$ cat config.mk
export PLATFORM = sky130hd
export DESIGN_NAME = t1ri_flags
export DESIGN_NICKNAME = d
export VERILOG_FILES = /design/src/hw/t1ri_pkg.sv /design/src/hw/t1ri_flags.sv
export SDC_FILE = /design/constraint.sdc
export NUM_CORES = 1
export LEC_CHECK = 0
export BUFFER_PORTS_ARGS = -buffer_cell sky130_fd_sc_hd__buf_2
export CAP_MARGIN = 20
export CORE_ASPECT_RATIO = 0.7
export CORE_MARGIN = 2
export CORE_UTILIZATION = 35
export CTS_CLUSTER_DIAMETER = 40
export DETAILED_ROUTE_END_ITERATION = 10
export PLACE_DENSITY = 0.52
export SLEW_MARGIN = 20
export SYNTH_ARGS = -nofsm -noshare
export SYNTH_HDL_FRONTEND = slang
export SYNTH_SLANG_ARGS = --single-unit
export TNS_END_PERCENT = 20
$ cat constraint.sdc
create_clock -name i_clk -period 3 [get_ports i_clk]
set_input_delay 0.9 -clock i_clk [delete_from_list [all_inputs] [get_ports i_clk]]
set_output_delay 0.9 -clock i_clk [all_outputs]
set_load 0.02 [all_outputs]
$ cat src/hw/t1ri_pkg.sv
package t1ri_pkg;
  // Register indices on the parallel port
  localparam logic [7:0] T1RI_ADDR_FLAGS_A = 8'h22;
  localparam logic [7:0] T1RI_ADDR_FLAGS_B = 8'h31;
  localparam logic [7:0] T1RI_FLAGS_RESET = 8'h00;
  localparam logic [7:0] T1RI_RDATA_UNMAPPED = 8'h00;

  // Bit positions, receive_event_flags_a
  localparam int T1RI_A_ALIGN_CHANGE = 7;
  localparam int T1RI_A_EIGHT_ZERO = 6;
  localparam int T1RI_A_SIXTEEN_ZERO = 5;
  localparam int T1RI_A_RX_STORE_FULL = 4;
  localparam int T1RI_A_RX_STORE_EMPTY = 3;
  localparam int T1RI_A_SEVERE_FRAMING = 2;
  localparam int T1RI_A_CODE_WORD = 1;
  localparam int T1RI_A_FRAME_BIT_ERR = 0;

  // Bit positions, receive_event_flags_b
  localparam int T1RI_B_SYNC_ACHIEVED = 7;
  localparam int T1RI_B_CARRIER_RESTORED = 6;
  localparam int T1RI_B_TX_STORE_FULL = 5;
  localparam int T1RI_B_TX_STORE_EMPTY = 4;
  localparam int T1RI_B_TX_STORE_SLIP = 3;
  localparam int T1RI_B_BLUE_CLEAR = 2;
  localparam int T1RI_B_RX_DENSITY = 1;
  localparam int T1RI_B_TX_DENSITY = 0;

  // Zero-run thresholds and framing error window
  localparam int T1RI_ZERO_RUN_SHORT = 8;
  localparam int T1RI_ZERO_RUN_LONG = 16;
  localparam int T1RI_FBIT_WINDOW = 6;
  localparam int T1RI_FBIT_ERR_LIMIT = 2;
endpackage

$ cat src/hw/t1ri_flags.sv
`timescale 1ns/1ps
// Function
// RULE_01 - Flag register A at offset 0x22, eight event flags, MSB first.
// RULE_02 - Flag register B at offset 0x31: clears, transmit store, density flags.
// RULE_03 - Eight-zero flag on a run of eight zeros, any line code.
// RULE_04 - Sixteen-zero flag on a run of sixteen zeros, any line code.
// RULE_05 - Sync-achieved flag on gaining sync, held until read.
// RULE_06 - Carrier-restored flag when carrier returns, held until read.
// RULE_07 - Transmit store full flag when a frame is dropped on overflow.
// RULE_08 - Transmit store empty flag when a frame is repeated on underflow.
// RULE_09 - Transmit slip flag on either repeat or drop.
// RULE_10 - Blue-alarm clear flag when all-ones alarm ends, held until read.
// RULE_11 - Receive density flag on receive ones-density violation.
// RULE_12 - Transmit density flag on transmit ones-density violation.
// RULE_13 - All flags latched until read; cleared by read unless event recurs.
// RULE_14 - Mask write refreshes ones bits from live flags, holds zero bits.
// RULE_15 - Host writes mask, reads, ANDs with mask, writes result back.
// RULE_16 - Severe framing flag on two of six bad framing bits; any error flags.
// RULE_17 - Code word flag on any substitution code word, decoding on or off.
module t1ri_flags
  import t1ri_pkg::*;
#(
  parameter int ZERO_CNT_W = 5
) (
  input wire logic i_clk,
  input wire logic i_rst,
  input wire logic [7:0] i_addr,
  input wire logic i_wr,
  input wire logic i_rd,
  input wire logic [7:0] i_wdata,
  output logic [7:0] o_rdata,
  output logic o_rd_valid,
  input wire logic i_rx_pos,
  input wire logic i_rx_neg,
  input wire logic i_rx_strobe,
  input wire logic i_align_change_ev,
  input wire logic i_rx_store_full_ev,
  input wire logic i_rx_store_empty_ev,
  input wire logic i_fbit_valid,
  input wire logic i_fbit_err,
  input wire logic i_code_word_ev,
  input wire logic i_sync_ok,
  input wire logic i_carrier_ok,
  input wire logic i_blue_alarm,
  input wire logic i_tx_store_full_ev,
  input wire logic i_tx_store_empty_ev,
  input wire logic i_rx_density_ev,
  input wire logic i_tx_density_ev
);

  // ==========================================================
  // Pin synchronisers
  // ==========================================================
  logic [2:0] pin_meta_reg;
  logic [2:0] pin_sync_reg;
  logic strobe_last_reg;
  logic bit_take;
  logic bit_zero;

  // Two stages for the receive pins
  always_ff @(posedge i_clk or posedge i_rst) begin
    if (i_rst) begin
      pin_meta_reg <= 3'h0;
      pin_sync_reg <= 3'h0;
      strobe_last_reg <= 1'b0;
    end else begin
      pin_meta_reg <= {i_rx_strobe, i_rx_neg, i_rx_pos};
      pin_sync_reg <= pin_meta_reg;
      strobe_last_reg <= pin_sync_reg[2];
    end
  end

  assign bit_take = pin_sync_reg[2] & ~strobe_last_reg;
  assign bit_zero = ~pin_sync_reg[1] & ~pin_sync_reg[0];

  // ==========================================================
  // Zero-run detection
  // ==========================================================
  logic [ZERO_CNT_W-1:0] zero_cnt_reg;
  logic zero8_ev;
  logic zero16_ev;

  // Saturating count of consecutive zero bits
  always_ff @(posedge i_clk or posedge i_rst) begin
    if (i_rst) begin
      zero_cnt_reg <= '0;
    end else if (bit_take) begin
      if (!bit_zero) begin
        zero_cnt_reg <= '0;
      end else if (zero_cnt_reg != ZERO_CNT_W'(T1RI_ZERO_RUN_LONG)) begin
        zero_cnt_reg <= zero_cnt_reg + ZERO_CNT_W'(1);
      end
    end
  end

  // Either rail marks a one, so line code does not matter
  assign zero8_ev = bit_take & bit_zero &
                    (zero_cnt_reg >= ZERO_CNT_W'(T1RI_ZERO_RUN_SHORT - 1)); // [RULE_03]
  assign zero16_ev = bit_take & bit_zero &
                     (zero_cnt_reg >= ZERO_CNT_W'(T1RI_ZERO_RUN_LONG - 1)); // [RULE_04]

  // ==========================================================
  // Framing bit window and level edges
  // ==========================================================
  logic [T1RI_FBIT_WINDOW-1:0] fbit_hist_reg;
  logic [T1RI_FBIT_WINDOW-1:0] fbit_hist_next;
  logic [2:0] fbit_err_cnt;
  logic sev_frame_ev;
  logic sync_last_reg;
  logic carrier_last_reg;
  logic blue_last_reg;

  // Six most recent framing bit outcomes
  always_ff @(posedge i_clk or posedge i_rst) begin
    if (i_rst) begin
      fbit_hist_reg <= '0;
    end else if (i_fbit_valid) begin
      fbit_hist_reg <= fbit_hist_next;
    end
  end

  assign fbit_hist_next = {fbit_hist_reg[T1RI_FBIT_WINDOW-2:0], i_fbit_err};

  // Errors in the window including the new bit
  always_comb begin
    fbit_err_cnt = 3'h0;
    for (int i = 0; i < T1RI_FBIT_WINDOW; i++) begin
      fbit_err_cnt = fbit_err_cnt + {2'h0, fbit_hist_next[i]};
    end
  end

  assign sev_frame_ev = i_fbit_valid & i_fbit_err &
                        (fbit_err_cnt >= 3'(T1RI_FBIT_ERR_LIMIT)); // [RULE_16]

  // Previous levels for clear-event edges
  always_ff @(posedge i_clk or posedge i_rst) begin
    if (i_rst) begin
      sync_last_reg <= 1'b1;
      carrier_last_reg <= 1'b1;
      blue_last_reg <= 1'b0;
    end else begin
      sync_last_reg <= i_sync_ok;
      carrier_last_reg <= i_carrier_ok;
      blue_last_reg <= i_blue_alarm;
    end
  end

  // ==========================================================
  // Event vectors
  // ==========================================================
  logic [7:0] ev_a;
  logic [7:0] ev_b;

  always_comb begin
    ev_a = 8'h00;
    ev_a[T1RI_A_ALIGN_CHANGE] = i_align_change_ev;
    ev_a[T1RI_A_EIGHT_ZERO] = zero8_ev; // [RULE_03]
    ev_a[T1RI_A_SIXTEEN_ZERO] = zero16_ev; // [RULE_04]
    ev_a[T1RI_A_RX_STORE_FULL] = i_rx_store_full_ev;
    ev_a[T1RI_A_RX_STORE_EMPTY] = i_rx_store_empty_ev;
    ev_a[T1RI_A_SEVERE_FRAMING] = sev_frame_ev; // [RULE_16]
    ev_a[T1RI_A_CODE_WORD] = i_code_word_ev; // [RULE_17]
    ev_a[T1RI_A_FRAME_BIT_ERR] = i_fbit_valid & i_fbit_err; // [RULE_16]
    ev_b = 8'h00;
    ev_b[T1RI_B_SYNC_ACHIEVED] = i_sync_ok & ~sync_last_reg; // [RULE_05]
    ev_b[T1RI_B_CARRIER_RESTORED] = i_carrier_ok & ~carrier_last_reg; // [RULE_06]
    ev_b[T1RI_B_TX_STORE_FULL] = i_tx_store_full_ev; // [RULE_07]
    ev_b[T1RI_B_TX_STORE_EMPTY] = i_tx_store_empty_ev; // [RULE_08]
    ev_b[T1RI_B_TX_STORE_SLIP] = i_tx_store_full_ev | i_tx_store_empty_ev; // [RULE_09]
    ev_b[T1RI_B_BLUE_CLEAR] = ~i_blue_alarm & blue_last_reg; // [RULE_10]
    ev_b[T1RI_B_RX_DENSITY] = i_rx_density_ev; // [RULE_11]
    ev_b[T1RI_B_TX_DENSITY] = i_tx_density_ev; // [RULE_12]
  end

  // ==========================================================
  // Live flags, held read values, port
  // ==========================================================
  logic sel_a;
  logic sel_b;
  logic [7:0] live_a_reg;
  logic [7:0] live_b_reg;
  logic [7:0] hold_a_reg;
  logic [7:0] hold_b_reg;

  assign sel_a = (i_addr == T1RI_ADDR_FLAGS_A); // [RULE_01]
  assign sel_b = (i_addr == T1RI_ADDR_FLAGS_B); // [RULE_02]

  // Sticky live flags; a mask write moves them out, new events win
  always_ff @(posedge i_clk or posedge i_rst) begin
    if (i_rst) begin
      live_a_reg <= T1RI_FLAGS_RESET;
      live_b_reg <= T1RI_FLAGS_RESET;
    end else begin
      live_a_reg <= (live_a_reg & ~((i_wr & sel_a) ? i_wdata : 8'h00)) | ev_a; // [RULE_13]
      live_b_reg <= (live_b_reg & ~((i_wr & sel_b) ? i_wdata : 8'h00)) | ev_b; // [RULE_13]
    end
  end

  // Ones in the mask refresh, zeros keep; a read empties the held copy
  always_ff @(posedge i_clk or posedge i_rst) begin
    if (i_rst) begin
      hold_a_reg <= T1RI_FLAGS_RESET;
      hold_b_reg <= T1RI_FLAGS_RESET;
    end else begin
      if (i_wr && sel_a) begin
        hold_a_reg <= (hold_a_reg & ~i_wdata) | (live_a_reg & i_wdata); // [RULE_14]
      end else if (i_rd && sel_a) begin
        hold_a_reg <= T1RI_FLAGS_RESET; // [RULE_13]
      end
      if (i_wr && sel_b) begin
        hold_b_reg <= (hold_b_reg & ~i_wdata) | (live_b_reg & i_wdata); // [RULE_14]
      end else if (i_rd && sel_b) begin
        hold_b_reg <= T1RI_FLAGS_RESET; // [RULE_13]
      end
    end
  end

  // Registered read data, one cycle after the read strobe
  always_ff @(posedge i_clk or posedge i_rst) begin
    if (i_rst) begin
      o_rdata <= T1RI_RDATA_UNMAPPED;
      o_rd_valid <= 1'b0;
    end else begin
      o_rd_valid <= i_rd & ~i_wr;
      if (i_rd && !i_wr) begin
        o_rdata <= sel_a ? hold_a_reg : (sel_b ? hold_b_reg : T1RI_RDATA_UNMAPPED);
      end
    end
  end

  // ==========================================================
  // Assertions
  // ==========================================================
  property p_reg_a_read;
    @(posedge i_clk) disable iff (i_rst)
      (i_rd && !i_wr && sel_a) |=> (o_rd_valid && o_rdata == $past(hold_a_reg));
  endproperty
  a_reg_a_read: assert property (p_reg_a_read) else $error("reg a read data wrong"); // [RULE_01]

  property p_reg_b_read;
    @(posedge i_clk) disable iff (i_rst)
      (i_rd && !i_wr && sel_b) |=> (o_rd_valid && o_rdata == $past(hold_b_reg));
  endproperty
  a_reg_b_read: assert property (p_reg_b_read) else $error("reg b read data wrong"); // [RULE_02]

  property p_zero8;
    @(posedge i_clk) disable iff (i_rst)
      (bit_take && bit_zero && zero_cnt_reg == ZERO_CNT_W'(T1RI_ZERO_RUN_SHORT - 1))
      |=> live_a_reg[T1RI_A_EIGHT_ZERO];
  endproperty
  a_zero8: assert property (p_zero8) else $error("eighth zero not flagged"); // [RULE_03]

  property p_zero16;
    @(posedge i_clk) disable iff (i_rst)
      (bit_take && bit_zero && zero_cnt_reg == ZERO_CNT_W'(T1RI_ZERO_RUN_LONG - 1))
      |=> live_a_reg[T1RI_A_SIXTEEN_ZERO];
  endproperty
  a_zero16: assert property (p_zero16) else $error("sixteenth zero not flagged"); // [RULE_04]

  property p_sync_edge;
    @(posedge i_clk) disable iff (i_rst)
      (i_sync_ok && !$past(i_sync_ok)) |=> live_b_reg[T1RI_B_SYNC_ACHIEVED];
  endproperty
  a_sync_edge: assert property (p_sync_edge) else $error("sync gain missed"); // [RULE_05]

  property p_slip;
    @(posedge i_clk) disable iff (i_rst)
      (i_tx_store_full_ev || i_tx_store_empty_ev) |=> live_b_reg[T1RI_B_TX_STORE_SLIP];
  endproperty
  a_slip: assert property (p_slip) else $error("slip not flagged"); // [RULE_09]

  property p_sticky;
    @(posedge i_clk) disable iff (i_rst)
      (live_b_reg[T1RI_B_BLUE_CLEAR] && !(i_wr && sel_b)) |=> live_b_reg[T1RI_B_BLUE_CLEAR];
  endproperty
  a_sticky: assert property (p_sticky) else $error("flag dropped without write"); // [RULE_13]

  property p_mask_keep;
    @(posedge i_clk) disable iff (i_rst)
      (i_wr && sel_a) |=> ((hold_a_reg & ~$past(i_wdata)) == ($past(hold_a_reg) & ~$past(i_wdata)))
        && ((hold_a_reg & $past(i_wdata)) == ($past(live_a_reg) & $past(i_wdata)));
  endproperty
  a_mask_keep: assert property (p_mask_keep) else $error("mask write wrong"); // [RULE_14]

  property p_sev_frame;
    @(posedge i_clk) disable iff (i_rst)
      sev_frame_ev |=> live_a_reg[T1RI_A_SEVERE_FRAMING] && live_a_reg[T1RI_A_FRAME_BIT_ERR];
  endproperty
  a_sev_frame: assert property (p_sev_frame) else $error("framing flags missed"); // [RULE_16]

  c_sixteen: cover property (@(posedge i_clk) disable iff (i_rst) zero16_ev);
  c_set_wins: cover property (@(posedge i_clk) disable iff (i_rst)
    i_wr && sel_b && i_wdata[T1RI_B_TX_STORE_SLIP] && ev_b[T1RI_B_TX_STORE_SLIP]);
  c_read_set: cover property (@(posedge i_clk) disable iff (i_rst)
    (i_wr && sel_a) ##1 (i_rd && sel_a) ##1 (o_rdata != 8'h00));

endmodule // t1ri_flags

# Yosys cells after proc, flatten, opt, wreduce, memory -nomap -nowiden
# Cells that the tools add are included.
word_totals:
  wordCells: 80
  output_inout_bits: 9
  in_bits: 36
  register_bits: 61
classes:
  add_sub_neg: 6
  n_eq_ne: 4
  order_cmp: 3
  n_mux: 10
  reduce_logical: 9
  bitwise: 34
op_table:
  columns: ["operator", "count"]
  rows:
  - ["$mux 8", 8]
  - ["$and 8x8->8", 6]
  - ["$or 8x8->8", 4]
  - ["$not 8->8", 3]
  - ["$eq 8x6->1 const B", 2]
  - ["$and 1x1->1", 13]
  - ["$mux 5", 2]
  - ["$add 3x1->3", 3]
  - ["$not 1->1", 7]
  - ["$add 5x1->5 const B", 1]
  - ["$ge 5x3->1 const B", 1]
  - ["$ge 5x4->1 const B", 1]
  - ["$logic_and 1x1->1", 5]
  - ["$ne 5x5->1 const B", 1]
  - ["$reduce_bool 2->1", 2]
  - ["$add 2x1->3", 1]
  - ["$ge 3x2->1 const B", 1]
  - ["$add 1x1->2", 1]
  - ["$ne 2x1->1 const B", 1]
  - ["$reduce_and 2->1", 1]
  - ["$logic_not 1->1", 1]
  - ["$or 1x1->1", 1]

# Longest topological paths before layout
# Gate-level depths: netlist of the first run.
logic_depth:
  ltp_word: 8
  ltp_mapped: 7
  depth_no_buf: 7

# Worst setup path before layout of the first run
# Ideal clock, no wire load.
synth_timing:
  kind: "input-to-reg"
  start: "input port i_fbit_err"
  end: "register live_a_reg[2]"
  arrival_time_ns: 2.770
  setup_ns: 0.122
  n_path_buf: 0
  setup_slack_ns: 0.109
  required_time_ns: 2.878
  stages: 7
  cell_sequence: "fa_1 inv_1 fa_1 nand2b_1 fa_1 nand2_1 a32o_1"
synth_between:
  elab_chain_cells: 8
  elab_cells_between_ends: 9
  classes_between: "5 x add/sub; 1 x order compare; 3 x bitwise"
synth_lines:
  columns: ["item", "line", "text"]
  rows:
  - ["from (decl)", "t1ri_flags.sv:40", "input wire logic i_fbit_err,"]
  - ["$add 1x1->2", "t1ri_flags.sv:128", "fbit_err_cnt = fbit_err_cnt + {2'h0, fbit_hist_next[i]};"]
  - ["$add 2x1->3", "t1ri_flags.sv:128", null]
  - ["$add 3x1->3 (3 in series)", "t1ri_flags.sv:128", null]
  - ["$ge 3x2->1", "t1ri_flags.sv:133", "(fbit_err_cnt >= 3'(T1RI_FBIT_ERR_LIMIT));"]
  - ["$and 1x1->1 (*)", "t1ri_flags.sv:132", "assign sev_frame_ev = i_fbit_valid & i_fbit_err &"]
  - ["$or 8x8->8 (*)", "t1ri_flags.sv:194", "live_a_reg <= (live_a_reg & ~((i_wr & sel_a) ? i_wdata : 8'h00)) | ev_a;"]
  - ["to (signal assigned)", "t1ri_flags.sv:194", null]
  - ["to (decl)", "t1ri_flags.sv:180", "logic [7:0] live_a_reg;"]
# Mark *: on every way between the ends. The rest lies on a longest branch, timed or not.
# A chain may end at the register's enable or synchronous reset.

# Worst setup path after layout of the first run
# Ends and elaborated chain as after synthesis.

==> results of run 1 <==
worst max-delay path, delay by kind of cell:
family | cells | cell delay (ps)
compound gates | 1 | 250
fa+ha+maj | 3 | 1420
simple gates | 2 | 210
buf+inv | 2 | 160
synth_stat cells (all sizes together), types with 2 or more instances:
cell and n:
a21o 10, a21oi 4, a22o 4, a22oi 7
a32o 17, and2 8, and3 2, and4 2
buf 11, clkbuf 7, dfrtp 59, dfstp 2
fa 3, ha 3, inv 14, mux2 11
nand2 12, nand2b 4, nand3 2, nand4 33
nor2 2, nor4bb 2, o21ai 13
report_power, final:
| part | switching (mW) | leakage [nW] | internal, mW |
|---|---|---|---|
| registers | 0.0196 | 0.734 | 0.856 |
| logic | 0.107 | 0.604 | 0.0801 |
| clock network | 0.365 | 0.134 | 0.664 |
| total | 0.492 | 1.47 | 1.60 |
layout make-up:
cell class              instances  area, um2  area share
clock inverters                 5       60.1      0.0173
flip-flops and latches         61       1530       0.441
multi-input cells             153       1170       0.336
well taps                     101        126      0.0364
repair buffers                 52        293      0.0844
inverters                      14       52.6      0.0151
clock buffers                  11        243      0.0700
worst min path at each step:
stage / slack [ps] / to / depth (start not counted)
after floorplan: 330 / pin_sync_reg[0] / 0
after global placement: 330 / pin_sync_reg[2] / 0
after detailed placement: 340 / pin_sync_reg[1] / 0
after CTS: 350 / pin_sync_reg[1] / 0
after global routing: 350 / pin_sync_reg[2] / 0
final: 350 / pin_sync_reg[1] / 0
cell usage in the layout (no fill, tap or decap), types with 3 or more instances in the layout:
master,synthesis,layout
buf_2,9,44
and2_1,8,8
o21ai_0,12,12
ha_1,3,3
a21o_1,10,10
a32o_1,17,17
mux2_2,11,11
a21oi_1,4,4
nand2b_1,4,4
nand2_1,12,12
clkinvlp_4,0,4
dfrtp_1,59,59
a22o_1,4,4
clkbuf_16,0,9
buf_4,0,7
nand4_1,33,33
fa_1,3,3
inv_1,14,13
a22oi_1,7,7
logic make-up (layout without fill, tap and decap cells):
kind of cell             Yosys count  count (layout)  share of synthesized area
flip-flops                        61              61                      0.541
AND/OR/NAND/NOR                   74              74                      0.166
buffers and inverters             32              82                     0.0465
adder cells (fa/ha/maj)            6               6                     0.0345
AO/OA/AOI/OAI                     61              61                      0.165
multiplexers                      12              12                     0.0474
per-layer routing:
metal  wire length [um]  vias to the layer above  part of all wire
li1                   -                     1030                 -
met4                129                        0             0.020
met3                404                       12             0.062
met5                  0                        -                 0
met2               2580                       50              0.40
met1               3380                     1025              0.52
metrics by stage:
stage          hold WS [ps]  setup WS, ps  area, um2
6_report                345           267       3470
5_1_grt                 353           222       3470
3_5_place_dp            336         -78.4       3170
2_1_floorplan           331           109       2830
3_3_place_gp            333         -51.3       3170
4_1_cts                 349           267       3470
==> flow_metrics.env, run 1 <==
export IMPL_outcome="finished, final reports clean"
export IMPL_fin_cells=397
export IMPL_synthTopCellsByArea="dfrtp_1, nand4_1, a32o_1, mux2_2, a21o_1"
export IMPL_drive_gt1_frac=0.291
export IMPL_overflow=0
export IMPL_crit_arrival_ps=2950
export IMPL_rows=27
export IMPL_drc=0
export IMPL_grt_usage=0.160
export IMPL_endpoint_kind="flop"
export IMPL_yosys_area_top_type_share=0.522
export IMPL_antenna_found_initial=0
export IMPL_synth_edf_count=0
export IMPL_grt_pass1_vias=2017
export IMPL_synth_area_um2=2830
export IMPL_required_ps=3210
export IMPL_numCtsBuffers=9
export IMPL_r2r_end="live_a_reg[2]"
export IMPL_netlist_instances=246
export IMPL_report_power_total_mw=2.09
export IMPL_syn_to_final_growth_pct=22.8
export IMPL_ys_warn_count=0
export IMPL_die_height_um=79.2
export IMPL_io_buffers=44
export IMPL_h_tree_depth=3
export IMPL_worstHoldStart="pin_meta_reg[1]"
export IMPL_hold_class="reg2reg"
export IMPL_leakage_nw=1.47
export IMPL_yosys_area_top_type="dfrtp_1"
export IMPL_use_met3=0.0481
export IMPL_max_freq_mhz=366
export IMPL_ys_seq_elements=61
export IMPL_period_share=0.911
export IMPL_synth_fp_nets=288
export IMPL_met1_usage=0.235
export IMPL_clockRootBuffer="clkbuf_16"
export IMPL_cp_max_fo=2
export IMPL_path_class="in2reg"
export IMPL_async_flop_share=1.00
export IMPL_drt_total_wl_um=6500
export IMPL_timing_rr_start="fbit_hist_reg[0]"
export IMPL_cap_violations=0
export IMPL_period_needed_ps=2730
export IMPL_top_level_ports=45
export IMPL_drv_slew=0
export IMPL_post_place_cells=381
export IMPL_drt_iter0_drc=137
export IMPL_ys_flop_type="dfrtp_1"
export IMPL_syn_avg_cell_area_um2=11.5
export IMPL_die_area_um2=8820
export IMPL_cp_common_cell="fa_1"
export IMPL_max_stage_delay_ps=520
export IMPL_diodes=0
export IMPL_cts_sinks=61
export IMPL_hold_viol_final=0
export IMPL_tns_ps=0
export IMPL_fill_cells=778
export IMPL_grt_most_used_layer="met1"
export IMPL_post_cts_buffers=0
export IMPL_gp_congestion=0.772
export IMPL_reg2regPathDepth=7
export IMPL_final_util=0.443
export IMPL_ctsHoldBuffers=0
export IMPL_ant_nets=0
export IMPL_ys_seq_area_frac=0.541
export IMPL_clock_path_buffers=2
export IMPL_cts_tree="done"
export IMPL_grt_first_pass_wirelength_um=10800
export IMPL_drtPass1Iterations=4
export IMPL_peakVddDrop_uv=243
export IMPL_worst_setup_path_start_kind="primary input"
export IMPL_final_setup_viol_count=0
export IMPL_fin_nets=333
export IMPL_dr_total_vias=2117
export IMPL_clock_latency_ps=330
export IMPL_worst_pin_slew_ps=571
export IMPL_post_cts_resized=0
export IMPL_finalClockSkew_ps=6.15
export IMPL_maxSlewHeadroom=0.619
export IMPL_powerDensity_nw_per_um2=603
export IMPL_avgRoutedWirePerCell_um=16.4
export IMPL_path_cells="buf_2, fa_1, inv_1, fa_1, nand2b_1, fa_1, nand2_1, a32o_1"
export IMPL_core_um2=7840
export IMPL_hpwl_um=4500
export IMPL_crit_start="i_fbit_err"
export IMPL_cts_clk_slew_worst_paths_ps=60
export IMPL_start_util=0.361
export IMPL_synthDistinctLibCells=39
export IMPL_avgViaCountPerCell=5.33
export IMPL_grt_use_met2=0.212
export IMPL_crit_slowest_cell="fa_1"
export IMPL_die_x_um=111
export IMPL_cp_endpoint="live_a_reg[2]"
export IMPL_rrSetupSlack_ps=580
export IMPL_grt_max_degree=37
export IMPL_rsz0062_at_grt="false"
Note: power is estimated with default switching activity, not from simulation.
==> inputs of run 2 (changes only) <==
--- a/config.mk
+++ b/config.mk
@@ -9,10 +9,10 @@
 export CAP_MARGIN = 20
 export CORE_ASPECT_RATIO = 0.7
 export CORE_MARGIN = 2
-export CORE_UTILIZATION = 35
+export CORE_UTILIZATION = 43
 export CTS_CLUSTER_DIAMETER = 40
 export DETAILED_ROUTE_END_ITERATION = 10
-export PLACE_DENSITY = 0.52
+export PLACE_DENSITY = 0.61
 export SLEW_MARGIN = 20
 export SYNTH_ARGS = -nofsm -noshare
 export SYNTH_HDL_FRONTEND = slang
==> constraint.sdc (replaced) <==
create_clock -name i_clk -period 2.8 [get_ports i_clk]
set_input_delay 0.84 -clock i_clk [delete_from_list [all_inputs] [get_ports i_clk]]
set_output_delay 0.84 -clock i_clk [all_outputs]
set_load 0.02 [all_outputs]
==> run 2 against run 1 <==
Count of clock-buffer cells in the layout increased by 3. First-iteration DRC count increased by 2.2%. Via count rose by 3.0%. Worst hold slack improved by 1.4 ps. Design area down 3.4%. Non-clock buffer count increased by 1. Critical endpoint unchanged. Largest power group is now registers. Highest routed layer unchanged.
==> flow_metrics.env, run 2 (same netlist as run 1, synthesis figures left out) <==
export IMPL_outcome="finished, final reports clean"
export IMPL_die_height_um=71.8
export IMPL_start_util=0.448
export IMPL_final_util=0.532
export IMPL_post_place_cells=359
export IMPL_final_cell_mix="dfrtp_1, buf_2, nand4_1"
export IMPL_h_tree_depth=3
export IMPL_powerDensity_nw_per_um2=564
export IMPL_maxSlewHeadroom=0.494
export IMPL_route_met2_wl_um=2530
export IMPL_ctsHoldBuffers=0
export IMPL_hold_class="reg2reg"
export IMPL_ant_nets=0
export IMPL_syn_to_final_growth_pct=18.6
export IMPL_core_um2=6310
export IMPL_required_ps=3030
export IMPL_drtPass1Iterations=5
export IMPL_endpoint_kind="flop"
export IMPL_numCtsBuffers=9
export IMPL_antenna_found_initial=0
export IMPL_cap_violations=0
export IMPL_holdPathStages=0
export IMPL_cts_clk_slew_worst_paths_ps=70
export IMPL_grt_max_degree=37
export IMPL_crit_arrival_ps=2830
export IMPL_crit_slowest_cell="fa_1"
export IMPL_max_stage_delay_ps=490
export IMPL_post_cts_resized=0
export IMPL_avgViaCountPerCell=5.83
export IMPL_fin_cells=374
export IMPL_period_share=0.927
export IMPL_drt_total_wl_um=6300
export IMPL_clockRootBuffer="clkbuf_8"
export IMPL_grt_first_pass_wirelength_um=10400
export IMPL_fill_cells=593
export IMPL_final_setup_viol_count=0
export IMPL_grt_pass1_vias=2095
export IMPL_finalClockSkew_ps=5.14
export IMPL_hold_viol_final=0
export IMPL_cts_sinks=61
export IMPL_grt_usage=0.190
export IMPL_clock_path_buffers=2
export IMPL_drc=0
export IMPL_report_power_total_mw=1.89
export IMPL_drt_iter0_drc=140
export IMPL_die_x_um=101
export IMPL_routed_wl_met3_um=449
export IMPL_dr_total_vias=2180
export IMPL_gp_congestion=0.809
export IMPL_rows=24
export IMPL_layout_commonest_cell="dfrtp_1"
export IMPL_period_needed_ps=2600
export IMPL_wl_met1_um=3230
export IMPL_leakage_nw=1.45
export IMPL_cts_tree="done"
export IMPL_max_freq_mhz=385
export IMPL_cp_max_fo=2
export IMPL_worst_setup_path_start_kind="primary input"
export IMPL_avgRoutedWirePerCell_um=16.9
export IMPL_die_area_um2=7250
export IMPL_fin_ws_ps=205
export IMPL_hpwl_um=4350
export IMPL_top_level_ports=45
export IMPL_clock_latency_ps=340
export IMPL_worst_pin_slew_ps=758
export IMPL_route_top_layer_used="met4"
export IMPL_path_class="in2reg"
export IMPL_place_ws_ps=-165
export IMPL_reg2regPathDepth=7
export IMPL_fin_nets=334
export IMPL_io_buffers=44
export IMPL_rsz0062_at_grt="false"
export IMPL_path_cells="buf_2, fa_1, inv_1, fa_1, nand2b_4, fa_1, nand2_1, a32o_1"
export IMPL_overflow=0
export IMPL_diodes=0
export IMPL_cp_common_cell="fa_1"
export IMPL_peakVddDrop_uv=232
export IMPL_drv_slew=0
export IMPL_drive_gt1_frac=0.294
export IMPL_post_cts_buffers=0
run 2: final timing paths:
path,start,end,slack (ps)
setup / recovery,i_fbit_err,live_a_reg[2],200
setup reg to reg,fbit_hist_reg[2],live_a_reg[2],330
min in group asynchronous,i_rst,zero_cnt_reg[2],630
max in group asynchronous,i_rst,sync_last_reg,1520
hold reg to reg,pin_meta_reg[2],pin_sync_reg[2],350
hold / removal,pin_meta_reg[2],pin_sync_reg[2],350
run 2: area by class of cell:
type	instances	area [um2]	share of cell area
clock buffer	14	183	0.0545
clock inverter	1	5.00	0.00149
inverter	14	52.6	0.0157
multi-input combinational	153	1170	0.350
sequential	61	1530	0.456
tap	78	97.6	0.0291
timing repair buffer	53	313	0.0933
run 2: stage by stage:
step                      TNS (ps)  hold WS (ps)  area, um2
final                            0           347       3350
after global routing             0           358       3350
after CTS                        0           348       3350
after detailed placement      -165           335       3170
after global placement        -124           333       3170
after floorplan                  0           331       2830
run 2: where the power goes:
group | leakage (nW) | switching (mW) | internal [mW]
Clock | 0.0986 | 0.325 | 0.412
Combinational | 0.617 | 0.117 | 0.0979
Sequential | 0.734 | 0.0226 | 0.916
Total | 1.45 | 0.465 | 1.43
run 2: worst max-delay path, delay by kind of cell:
kind	cells	cell delay, ps
adder cells (fa/ha/maj)	3	1410
AO/OA/AOI/OAI	1	210
AND/OR/NAND/NOR	2	200
buffers and inverters	2	160
run 2: routing by layer:
metal	global-route usage	vias to the layer above
met3	0.0634	10
met2	0.257	71
met1	0.289	1073
met5	0	-
met4	0.0541	0
li1	-	1026
==> inputs of run 3 (changes only) <==
--- a/config.mk
+++ b/config.mk
@@ -7,12 +7,16 @@
 export LEC_CHECK = 0
 export BUFFER_PORTS_ARGS = -buffer_cell sky130_fd_sc_hd__buf_2
 export CAP_MARGIN = 20
+export CELL_PAD_IN_SITES_DETAIL_PLACEMENT = 0
+export CELL_PAD_IN_SITES_GLOBAL_PLACEMENT = 1
 export CORE_ASPECT_RATIO = 0.7
 export CORE_MARGIN = 2
 export CORE_UTILIZATION = 43
 export CTS_CLUSTER_DIAMETER = 40
+export CTS_CLUSTER_SIZE = 20
 export DETAILED_ROUTE_END_ITERATION = 10
-export PLACE_DENSITY = 0.61
+export PLACE_DENSITY = 0.75
+export REMOVE_ABC_BUFFERS = 1
 export SLEW_MARGIN = 20
 export SYNTH_ARGS = -nofsm -noshare
 export SYNTH_HDL_FRONTEND = slang
==> run 3 against run 2 <==
Flip-flop and latch count did not move. Worst hold slack improved by 4.3 ps. Register-to-register slack barely moved. Critical path depth did not move. Clock skew rose by 1.8 ps. Clock power rose by 3.7%. Core utilization fell by 0.14 points. Highest routed layer unchanged. Critical path type unchanged. Final cell count rose by 0.53%. Sequential power barely moved. Global-route usage rose by 1.5 points. Largest cell class unchanged.
==> flow_metrics.env, run 3 (same netlist as run 1, synthesis figures left out) <==
export IMPL_worst_path_buf_inv=2
export IMPL_grt_first_pass_wirelength_um=11200
export IMPL_cts_clk_slew_worst_paths_ps=70
export IMPL_path_class="in2reg"
export IMPL_peakVddDrop_uv=243
export IMPL_gp_congestion=0.839
export IMPL_powerDensity_nw_per_um2=571
export IMPL_timing_hold_ws_ps=351
export IMPL_start_util=0.448
export IMPL_rsz0062_at_grt="false"
export IMPL_ctsHoldBuffers=0
export IMPL_hpwl_um=4560
export IMPL_crit_family="adder cells"
export IMPL_final_cell_mix="dfrtp_1, buf_2, nand4_1"
export IMPL_crit_slowest_cell="fa_1"
export IMPL_drt_iter0_drc=107
export IMPL_clock_path_buffers=2
export IMPL_numCtsBuffers=9
export IMPL_syn_to_final_growth_pct=18.3
export IMPL_layout_commonest_cell="dfrtp_1"
export IMPL_h_tree_depth=3
export IMPL_avgRoutedWirePerCell_um=17.7
export IMPL_post_cts_resized=0
export IMPL_core_um2=6310
export IMPL_period_share=0.954
export IMPL_period_needed_ps=2670
export IMPL_grt_pass1_vias=2222
export IMPL_hold_class="reg2reg"
export IMPL_dr_total_vias=2210
export IMPL_top_level_ports=45
export IMPL_leakage_nw=1.44
export IMPL_drt_total_wl_um=6640
export IMPL_grt_usage=0.205
export IMPL_cp_max_fo=2
export IMPL_max_freq_mhz=375
export IMPL_cp_common_cell="fa_1"
export IMPL_required_ps=3030
export IMPL_cts_sinks=61
export IMPL_endpoint_kind="flop"
export IMPL_drc=0
export IMPL_final_setup_viol_count=0
export IMPL_clockRootBuffer="clkbuf_8"
export IMPL_grt_max_degree=33
export IMPL_drtPass1Iterations=4
export IMPL_fin_nets=335
export IMPL_avgViaCountPerCell=5.88
export IMPL_multiInputGateArea_um2=1170
export IMPL_rows=24
export IMPL_die_area_um2=7250
export IMPL_worst_pin_slew_ps=653
export IMPL_max_stage_delay_ps=530
export IMPL_cts_tree="done"
export IMPL_worst_setup_path_start_kind="primary input"
export IMPL_seq_area_um2=1530
export IMPL_overflow=0
export IMPL_maxSlewHeadroom=0.564
export IMPL_outcome="finished, final reports clean"
export IMPL_drive_gt1_frac=0.295
export IMPL_finalClockSkew_ps=6.98
export IMPL_drv_slew=0
export IMPL_diodes=0
export IMPL_die_height_um=71.8
export IMPL_ant_nets=0
export IMPL_crit_arrival_ps=2900
export IMPL_clock_latency_ps=340
export IMPL_io_buffers=44
export IMPL_tns_ps=0
export IMPL_die_x_um=101
export IMPL_hold_viol_final=0
export IMPL_path_cells="buf_2, fa_1, inv_1, fa_1, nand2b_1, fa_1, nand2_1, a32o_1"
export IMPL_antenna_found_initial=0
export IMPL_post_cts_buffers=0
export IMPL_fill_cells=598
export IMPL_cap_violations=0
==> run 3: through the flow <==
step	setup WS [ps]	util	std cells	instance area, um2	total power [mW]
floorplan	-31.2	-	228	2750	1.06
global placement	-183	0.500	360	3150	1.15
detailed placement	-224	0.500	360	3150	1.16
CTS	141	0.530	376	3340	1.93
global route	89.9	0.530	376	3340	2.00
finish	130	0.530	376	3340	1.91
==> run 3: final cells by class <==
class,count,share of cell area
tap,78,0.0292
sequential,61,0.457
timing repair buffer,54,0.0920
inverter,14,0.0157
clock inverter,6,0.0191
clock buffer,10,0.0382
multi-input combinational,153,0.349
==> run 3: path summary, 6_finish.rpt <==
check / start / to / slack, ps / cells after the start
max in group asynchronous: i_rst / o_rdata[0] / 1620 / 3
worst min-delay path: pin_meta_reg[2] / pin_sync_reg[2] / 350 / 0
worst min register to register: pin_meta_reg[2] / pin_sync_reg[2] / 350 / 0
worst max register to register: fbit_hist_reg[0] / live_a_reg[2] / 340 / 7
worst max-delay path: i_fbit_err / live_a_reg[2] / 130 / 8
min in group asynchronous: i_rst / pin_meta_reg[2] / 580 / 2
==> run 3: power breakdown <==
group          total (mW)  switching [mW]  internal, mW
clock               0.764           0.356         0.409
combinational       0.207           0.119        0.0884
sequential          0.938          0.0227         0.916
==> run 3: worst register-to-register path: stages (launching register included) <==
cell	delay, ps
dfrtp_1	420
fa_1	510
inv_1	50
fa_1	430
nand2b_1	170
fa_1	480
nand2_1	50
a32o_1	240
==> run 3: per-layer routing <==
metal / vias to the layer above / wire (um) / GRT usage
met2: 67 / 2880 / 0.294
met3: 8 / 439 / 0.0839
met1: 1108 / 3270 / 0.290
met4: 0 / 60 / 0.0541
met5: - / 0 / 0
li1: 1027 / - / -
